==> config.mk <==
export PLATFORM = sky130hd
export DESIGN_NAME = psw_watchdog
export DESIGN_NICKNAME = d
export VERILOG_FILES = /design/src/psw_watchdog.v /design/src/psw_timing_rom.v
export VERILOG_INCLUDE_DIRS = /design/src
export SDC_FILE = /design/constraint.sdc
export NUM_CORES = 1
export LEC_CHECK = 0
export BUFFER_PORTS_ARGS = -buffer_cell sky130_fd_sc_hd__buf_4
export CAP_MARGIN = 10
export CORE_ASPECT_RATIO = 1.5
export CORE_UTILIZATION = 68
export DETAILED_ROUTE_END_ITERATION = 6
export PLACE_DENSITY = 0.85
export SKIP_CTS_REPAIR_TIMING = 1
export SLEW_MARGIN = 10
export SYNTH_ARGS = -nofsm -noshare
export SYNTH_HDL_FRONTEND = slang
export SYNTH_SLANG_ARGS = --single-unit
==> constraint.sdc <==
create_clock -name core_clk -period 6 [get_ports core_clk]
set_input_delay 0.3 -clock core_clk [delete_from_list [all_inputs] [get_ports core_clk]]
set_output_delay 0.3 -clock core_clk [all_outputs]
set_load 0.02 [all_outputs]
==> src/psw_defines.vh <==
// Constants shared by the watchdog supervisor design files.
`ifndef PSW_DEFINES_VH
`define PSW_DEFINES_VH
// Variant selection codes.
`define PSW_VAR_EQUAL 2'h0
`define PSW_VAR_FIXED 2'h1
`define PSW_VAR_EXT 2'h2
// Select code that disables the watchdog.
`define PSW_SEL_OFF 3'h3
// Time base: one tick every 10 us, the common unit of every table entry.
`define PSW_CLK_MHZ 250
`define PSW_TICK_US 10
// Internal setup time after power-up or a select change, in us.
`define PSW_SETUP_US 300
// Output pulse widths in us for open-drain and push-pull outputs.
`define PSW_PULSE_OD_US 100000
`define PSW_PULSE_PP_US 1000
// Timer width in bits.
`define PSW_TW 23
// Table entries in us, each named by the minimum time it stands for.
`define PSW_T_30US 30
`define PSW_T_200US 200
`define PSW_T_1MS 1000
`define PSW_T_3MS 3000
`define PSW_T_10MS 10000
`define PSW_T_30MS 30000
`define PSW_T_100MS 100000
`define PSW_T_300MS 300000
`define PSW_T_1S 1000000
`define PSW_T_3S 3000000
`define PSW_T_10S 10000000
`define PSW_T_60S 60000000
// Special delay code: wait for the first kick.
`define PSW_FIRST_EDGE 23'h7f_ffff
// Phase codes.
`define PSW_PH_SETUP 3'h0
`define PSW_PH_START 3'h1
`define PSW_PH_RUN 3'h2
`define PSW_PH_PULSE 3'h3
`define PSW_PH_OFF 3'h4
`define PSW_PH_FIRST 3'h5
`endif

==> src/psw_watchdog.v <==
// Pin-selectable watchdog supervisor core with kick monitoring and timeout pulse.
// Notes on behaviour
// - Kick held steady for timeout gives pulse.
// - Counter clears on pulse and on kick edges.
// - Rising and falling kick edges both count.
// - Regular kicks keep output high.
// - Expiry drives output low for pulse width.
// - Open-drain pulse lasts at least 100ms.
// - Push-pull pulse at least 1ms, driven both levels.
// - Open-drain only pulls low or releases.
// - Startup delay at power-up and select change.
// - No counting or pulse during startup delay.
// - After startup, time timeout and watch kicks.
// - Fixed variant: 60s startup, own timeout table.
// - Code 011 disables the watchdog.
// - First-edge codes wait for first kick.
// - Kicks ignored during pulse and startup.
// - Kicks ignored during 300us setup time.
// - Select change during pulse finishes old pulse.
// - Pulse end restarts a full timeout period.
`timescale 1ns/1ns
`include "psw_defines.vh"
module psw_watchdog
#(
   parameter VARIANT = `PSW_VAR_EQUAL,
   parameter OPEN_DRAIN = 1,
   parameter CLK_MHZ = `PSW_CLK_MHZ,
   parameter TICK_US = `PSW_TICK_US,
   parameter TW = `PSW_TW
)
(
   input wire core_clk,
   input wire rst_n,
   input wire kickInput,
   input wire timingSelectBit0,
   input wire timingSelectBit1,
   input wire timingSelectBit2,
   output reg timeoutPulseN_q,
   output reg timeoutPulseOe_q
);
   // Rounded-up conversion of a minimum time in us to whole ticks.
   function integer ceil_ticks;
      input integer us;
      input integer tickUs;
      begin
         ceil_ticks = (us + tickUs - 1) / tickUs;
      end
   endfunction

   // Cycles per tick; tick rate is a parameter so simulation can speed it up.
   localparam integer TICK_CYC = CLK_MHZ * TICK_US;
   localparam integer TICK_LAST_I = TICK_CYC - 1;
   localparam integer SETUP_I = ceil_ticks(`PSW_SETUP_US, TICK_US);
   localparam integer PULSE_I = OPEN_DRAIN ? ceil_ticks(`PSW_PULSE_OD_US, TICK_US) :
      ceil_ticks(`PSW_PULSE_PP_US, TICK_US);
   localparam [15:0] TICK_LAST = TICK_LAST_I[15:0];
   localparam [TW-1:0] SETUP_TICKS = SETUP_I[TW-1:0];
   localparam [TW-1:0] PULSE_TICKS = PULSE_I[TW-1:0];

   // True when one more tick brings the timer to its limit. Comparing with >=
   // also ends a phase at once if a smaller limit arrives in mid-count.
   function limit_hit;
      input [TW-1:0] count;
      input [TW-1:0] limit;
      begin
         limit_hit = (count + {{(TW-1){1'b0}}, 1'b1} >= limit);
      end
   endfunction

   reg [15:0] divCnt_q;
   reg tick_q;
   reg kickSync_q;
   reg kickPrev_q;
   reg [2:0] selSync_q;
   reg [2:0] selPrev_q;
   reg [2:0] phase_q;
   reg [TW-1:0] timer_q;
   reg selChangePend_q;
   wire [TW-1:0] delayTicks;
   wire [TW-1:0] timeoutTicks;
   wire kickEdge;
   wire selChange;

   psw_timing_rom #(.VARIANT(VARIANT), .TICK_US(TICK_US), .TW(TW)) uRom
   (
      .core_clk(core_clk),
      .sel(selPrev_q),
      .delayTicks_q(delayTicks),
      .timeoutTicks_q(timeoutTicks)
   );

   // Tick divider: one-cycle enable that paces every timing counter.
   always @(posedge core_clk)
   begin
      if (!rst_n)
      begin
         divCnt_q <= 16'h0000;
         tick_q <= 1'b0;
      end
      else
      begin
         tick_q <= (divCnt_q == TICK_LAST);
         if (divCnt_q == TICK_LAST)
            divCnt_q <= 16'h0000;
         else
            divCnt_q <= divCnt_q + 16'h0001;
      end
   end

   // Inputs are synchronous; register once and compare with previous sample.
   always @(posedge core_clk)
   begin
      if (!rst_n)
      begin
         kickSync_q <= 1'b0;
         kickPrev_q <= 1'b0;
         selSync_q <= 3'h0;
         selPrev_q <= 3'h0;
      end
      else
      begin
         kickSync_q <= kickInput;
         kickPrev_q <= kickSync_q;
         selSync_q <= {timingSelectBit2, timingSelectBit1, timingSelectBit0};
         selPrev_q <= selSync_q;
      end
   end

   // Either direction of kick change is a valid kick.
   assign kickEdge = kickSync_q ^ kickPrev_q;
   assign selChange = (selSync_q != selPrev_q);

   // Main phase machine. The timer counts ticks upward and compares to the limit,
   // so a fresh limit from the table applies without reloading the counter.
   always @(posedge core_clk)
   begin
      if (!rst_n)
      begin
         phase_q <= `PSW_PH_SETUP; // power-up acts as a setting change
         timer_q <= {TW{1'b0}};
         selChangePend_q <= 1'b0;
      end
      else
      begin
         case (phase_q)
            `PSW_PH_SETUP:
            begin
               // Kicks are ignored here; the setting may keep moving.
               if (selChange)
                  timer_q <= {TW{1'b0}};
               else if (tick_q)
               begin
                  if (limit_hit(timer_q, SETUP_TICKS))
                  begin
                     timer_q <= {TW{1'b0}};
                     if (selPrev_q == `PSW_SEL_OFF)
                        phase_q <= `PSW_PH_OFF;
                     else if (delayTicks == `PSW_FIRST_EDGE)
                        phase_q <= `PSW_PH_FIRST;
                     else
                        phase_q <= `PSW_PH_START;
                  end
                  else
                     timer_q <= timer_q + 1'b1;
               end
            end
            `PSW_PH_START:
            begin
               // Kicks ignored and no pulse possible during startup.
               if (selChange)
               begin
                  phase_q <= `PSW_PH_SETUP;
                  timer_q <= {TW{1'b0}};
               end
               else if (tick_q)
               begin
                  if (limit_hit(timer_q, delayTicks))
                  begin
                     phase_q <= `PSW_PH_RUN;
                     timer_q <= {TW{1'b0}};
                  end
                  else
                     timer_q <= timer_q + 1'b1;
               end
            end
            `PSW_PH_FIRST:
            begin
               // No time limit: wait indefinitely for the first kick.
               if (selChange)
               begin
                  phase_q <= `PSW_PH_SETUP;
                  timer_q <= {TW{1'b0}};
               end
               else if (kickEdge)
               begin
                  phase_q <= `PSW_PH_RUN;
                  timer_q <= {TW{1'b0}};
               end
            end
            `PSW_PH_RUN:
            begin
               // Any kick edge restarts the period; a quiet period ends in a pulse.
               if (selChange)
               begin
                  phase_q <= `PSW_PH_SETUP;
                  timer_q <= {TW{1'b0}};
               end
               else if (kickEdge)
                  timer_q <= {TW{1'b0}};
               else if (tick_q)
               begin
                  if (limit_hit(timer_q, timeoutTicks))
                  begin
                     phase_q <= `PSW_PH_PULSE;
                     timer_q <= {TW{1'b0}};
                  end
                  else
                     timer_q <= timer_q + 1'b1;
               end
            end
            `PSW_PH_PULSE:
            begin
               // A select change is remembered and acted on after the pulse.
               if (selChange)
                  selChangePend_q <= 1'b1;
               if (tick_q)
               begin
                  if (limit_hit(timer_q, PULSE_TICKS))
                  begin
                     timer_q <= {TW{1'b0}};
                     selChangePend_q <= 1'b0;
                     if (selChangePend_q || selChange)
                        phase_q <= `PSW_PH_SETUP;
                     else
                        phase_q <= `PSW_PH_RUN;
                  end
                  else
                     timer_q <= timer_q + 1'b1; // kicks ignored
               end
            end
            `PSW_PH_OFF:
            begin
               // Disabled: nothing counts until the setting changes.
               timer_q <= {TW{1'b0}};
               if (selChange)
                  phase_q <= `PSW_PH_SETUP;
            end
            default:
            begin
               // An unused code falls back to the setup time, as after power-up.
               phase_q <= `PSW_PH_SETUP;
               timer_q <= {TW{1'b0}};
            end
         endcase
      end
   end

   // Output pin: open-drain only enables the driver to pull low; push-pull drives whenever out of reset.
   always @(posedge core_clk)
   begin
      if (!rst_n)
      begin
         timeoutPulseN_q <= 1'b1;
         timeoutPulseOe_q <= 1'b0;
      end
      else
      begin
         timeoutPulseN_q <= (phase_q != `PSW_PH_PULSE);
         if (OPEN_DRAIN != 0)
            timeoutPulseOe_q <= (phase_q == `PSW_PH_PULSE);
         else
            timeoutPulseOe_q <= 1'b1;
      end
   end
endmodule // psw_watchdog

==> src/psw_timing_rom.v <==
// Registered lookup of startup delay and timeout, in ticks, per variant and select code.
`timescale 1ns/1ns
`include "psw_defines.vh"
module psw_timing_rom
#(
   parameter VARIANT = 0,
   parameter TICK_US = `PSW_TICK_US,
   parameter TW = `PSW_TW
)
(
   input wire core_clk,
   input wire [2:0] sel,
   output reg [TW-1:0] delayTicks_q,
   output reg [TW-1:0] timeoutTicks_q
);
   // Convert microseconds to ticks, rounding a minimum up.
   // The tick size follows the parent's parameter, so a faster tick keeps the times right.
   function [TW-1:0] us2t;
      input integer us;
      integer t;
      begin
         t = (us + TICK_US - 1) / TICK_US;
         us2t = t[TW-1:0];
      end
   endfunction

   reg [TW-1:0] dly;
   reg [TW-1:0] tmo;

   // Table lookup; the timeout entry for the equal variant doubles as delay.
   always @*
   begin
      dly = us2t(`PSW_T_1MS);
      tmo = us2t(`PSW_T_1MS);
      case (VARIANT)
         `PSW_VAR_FIXED:
         begin
            dly = us2t(`PSW_T_60S);
            case (sel)
               3'h0: tmo = us2t(`PSW_T_1MS);
               3'h1: tmo = us2t(`PSW_T_3MS);
               3'h2: tmo = us2t(`PSW_T_10MS);
               3'h4: tmo = us2t(`PSW_T_100MS);
               3'h5: tmo = us2t(`PSW_T_300MS);
               3'h6: tmo = us2t(`PSW_T_3S);
               default: tmo = us2t(`PSW_T_60S);
            endcase
         end
         `PSW_VAR_EXT:
         begin
            case (sel)
               3'h0: dly = us2t(`PSW_T_3MS);
               3'h1: dly = us2t(`PSW_T_3S);
               3'h2: dly = us2t(`PSW_T_60S);
               3'h4: dly = us2t(`PSW_T_200US);
               3'h5: dly = `PSW_FIRST_EDGE;
               3'h6: dly = `PSW_FIRST_EDGE;
               default: dly = us2t(`PSW_T_60S);
            endcase
            case (sel)
               3'h0: tmo = us2t(`PSW_T_3MS);
               3'h1: tmo = us2t(`PSW_T_3S);
               3'h2: tmo = us2t(`PSW_T_1S);
               3'h4: tmo = us2t(`PSW_T_30US);
               3'h5: tmo = us2t(`PSW_T_1S);
               3'h6: tmo = us2t(`PSW_T_10S);
               default: tmo = us2t(`PSW_T_10S);
            endcase
         end
         default:
         begin
            case (sel)
               3'h0: tmo = us2t(`PSW_T_1MS);
               3'h1: tmo = us2t(`PSW_T_10MS);
               3'h2: tmo = us2t(`PSW_T_30MS);
               3'h4: tmo = us2t(`PSW_T_100MS);
               3'h5: tmo = us2t(`PSW_T_1S);
               3'h6: tmo = us2t(`PSW_T_10S);
               default: tmo = us2t(`PSW_T_60S);
            endcase
            dly = tmo;
         end
      endcase
   end

   // Registered outputs so the lookup stays off the timer's critical path.
   always @(posedge core_clk)
   begin
      delayTicks_q <= dly;
      timeoutTicks_q <= tmo;
   end
endmodule // psw_timing_rom

==> impl_metrics.yaml <==
worst_setup_path:
  arrival_ns: 4.67
  worstRegToRegCells: 14
  worst_setup_path_start_kind: "flop"
  cp-endpoint: "timer_q[14]"
  timing.setup.critical_path_class: "reg2reg"
  r2r_slack_ns: 1.62
  crit_required_ns: 6.29
  worst-path-max-fanout: 8
  r2r-start: "timer_q[0]"
  rr_endpoint: "timer_q[14]"
  cp-end-kind: "flop"
  startpoint: "timer_q[0]"
synth:
  yosys_warnings: 0
  synthArstFlopShare: 0
  synth_nets: 529
  synth-seq-area-share: 0.341
  yosys.area.top_type: "dfxtp_1"
  synth_area_leaders: "dfxtp_1, ha_1, nor2_1"
  ys_seq_elements: 70
  synth-edff-count: 0
  synth_ff_type: "dfxtp_1"
  syn_inst: 502
  synth_cell_type_count: 64
  synth_top_area_frac: 0.341
  syn_area_mm2: 0.00411
  avgSynthCellArea_um2: 8.19
clock_tree:
  cts_root_buf: "clkbuf_8"
  cts.sinks: 70
  clk_latency_ns: 0.37
  clockBufferDepth: 2
  clk_transition_reported_paths_ns: 0.08
  cts_inserted_buffers: 9
  cts_tree: "built"
  cts_max_level: 3
sta:
  tns_ns: 0
  tightest_slew_ns: 1.03
  min_period_over_period: 0.730
  slew_headroom: 0.317
  min_period_ns: 4.38
  drv_slew: 0
  maxClockFrequency_mhz: 228
  finalHoldViolCount: 0
  rsz0062_at_grt: "false"
  fin_hold_ws_ns: 0.141
  setup_viol: 0
  worst_clock_skew_ns: 0.0144
cells_and_area:
  diodes: 0
  final_cell_mix: "dfxtp_1, nor2_1, nand2_1"
  nNetsFinal: 525
  final_common_cell: "dfxtp_1"
  drive_gt1_frac: 0.0875
  area_delta_synth_final_pct: 6.78
  finish.utilization: 0.754
  fillers: 447
routing:
  viasPerCell: 6.26
  first_pass_iters: 7
  antenna_left: 0
  drc: 3
  totalWireLength_mm: 9.61
  vias: 3598
  dr.first_iter.drc_count: 198
  post_drt_wl_per_cell_um: 16.7
global_route:
  grt_overflow: 0
  grt_max_degree: 17
  grt_first_pass_wirelength_mm: 15.7
  gr-usage-all-layers: 0.322
  antenna_found_initial: 0
  grt_pass1_vias: 3548
floorplan:
  fp.dieW_um: 65.5
  fp.dieH_um: 97.2
  dieArea_mm2: 0.00637
  io_pins: 8
  initial_utilization: 0.706
  row_count: 34
  coreArea_mm2: 0.00583
status:
  status: "complete, but fails checks"
  violations: "design-rule violations"
power:
  power_mw: 1.02
  powerDensity_mw_per_mm2: 233
  p_leak_nw: 1.82
  ir_drop_mv: 0.308
placement:
  dp_hpwl_mm: 6.96
  gp_congestion: 0.904
  port_buffers: 7
flow_run:
  maxCapViolCount: 0
hold_path:
  hp-class: "in2reg"
cell families after synthesis:
logic type / after synthesis / synth area share
AO/OA/AOI/OAI: 94 / 0.158
AND/OR/NAND/NOR: 213 / 0.274
buffers and inverters: 57 / 0.0575
multiplexers: 8 / 0.0198
adder cells (fa/ha/maj): 21 / 0.0639
XOR/XNOR: 39 / 0.0864
flip-flops: 70 / 0.341
power breakdown:
| group | switching (mW) | internal [mW] |
|---|---|---|
| logic | 0.0448 | 0.0294 |
| clock network | 0.186 | 0.270 |
| registers | 0.0162 | 0.478 |
| total | 0.247 | 0.777 |
routing by layer:
layer | track usage | vias to the layer above | routed length [µm]
met3 | 0.0751 | 34 | 429
met2 | 0.577 | 113 | 5060
met4 | 0.169 | 0 | 397
met5 | 0 | - | 0
met1 | 0.333 | 1684 | 3710
li1 | - | 1767 | -
Yosys cell counts, types with 5 or more instances:
library cell  number
nor4_1             6
mux2i_1            7
a21oi_1           14
clkbuf_1          14
a22oi_1            8
nor2_1            50
o21a_1             6
or2_2              5
nand3_1           24
a211oi_1           5
dfxtp_1           70
xor2_1            17
nand2_1           40
o22ai_1            5
xnor2_1           21
o21ai_1            5
nand4_1           16
a21o_1             6
o21ai_0           16
nand2b_1           6
and3_1            10
o21ai_2            5
ha_1              21
inv_1             35
nor3_1            18
and2_1            11
or3_1              8
metrics by stage:
stage | cells | area [µm²] | setup WS [ns]
floorplan | 502 | 4110 | 2.28
global placement | 559 | 4150 | 1.88
detailed placement | 559 | 4150 | 1.70
CTS | 575 | 4390 | 1.64
global route | 575 | 4390 | 1.21
finish | 575 | 4390 | 1.62
final cells by class:
type / count / area [µm²] / share of cell area
Multi-Input combinational cell: 375 / 2470 / 0.564
Sequential cell: 70 / 1400 / 0.319
Clock buffer: 12 / 165 / 0.0376
Inverter: 35 / 131 / 0.0299
Tap cell: 72 / 90.1 / 0.0205
Clock inverter: 4 / 76.3 / 0.0174
Timing Repair Buffer: 7 / 52.6 / 0.0120
worst max-delay path, cell delays in order (launching register included):
cell and delay [ns]:
dfxtp_1 0.52, ha_1 0.38, inv_1 0.17, or4_1 0.64
nor2_1 0.21, xor2_1 0.25, ha_1 0.30, a21o_1 0.20
nor4_1 0.25, mux2i_1 0.14, nand2_1 0.17, o2111ai_1 0.17
a21oi_1 0.53, o21ai_0 0.20, a21oi_1 0.16
how the worst min path moves through the flow:
stage,depth (start not counted),slack (ns),start,to
2_1_floorplan,1,0.43,divCnt_q[0],divCnt_q[0]
3_3_place_gp,1,0.45,divCnt_q[0],divCnt_q[0]
3_5_place_dp,1,0.45,divCnt_q[0],divCnt_q[0]
4_1_cts,2,0.14,timingSelectBit1,selSync_q[1]
5_1_grt,2,0.14,kickInput,kickSync_q
6_report,2,0.14,timingSelectBit1,selSync_q[1]
sequential cells by signal (all words and copies together), names as in the netlist:
register             flops
timer_q                 23
divCnt_q                16
uRom.timeoutTicks_q     16
phase_q                  3
selPrev_q                3
selSync_q                3
kickPrev_q               1
kickSync_q               1
selChangePend_q          1
tick_q                   1
timeoutPulseN_q          1
timeoutPulseOe_q         1
(Power assumes the default switching activity.)
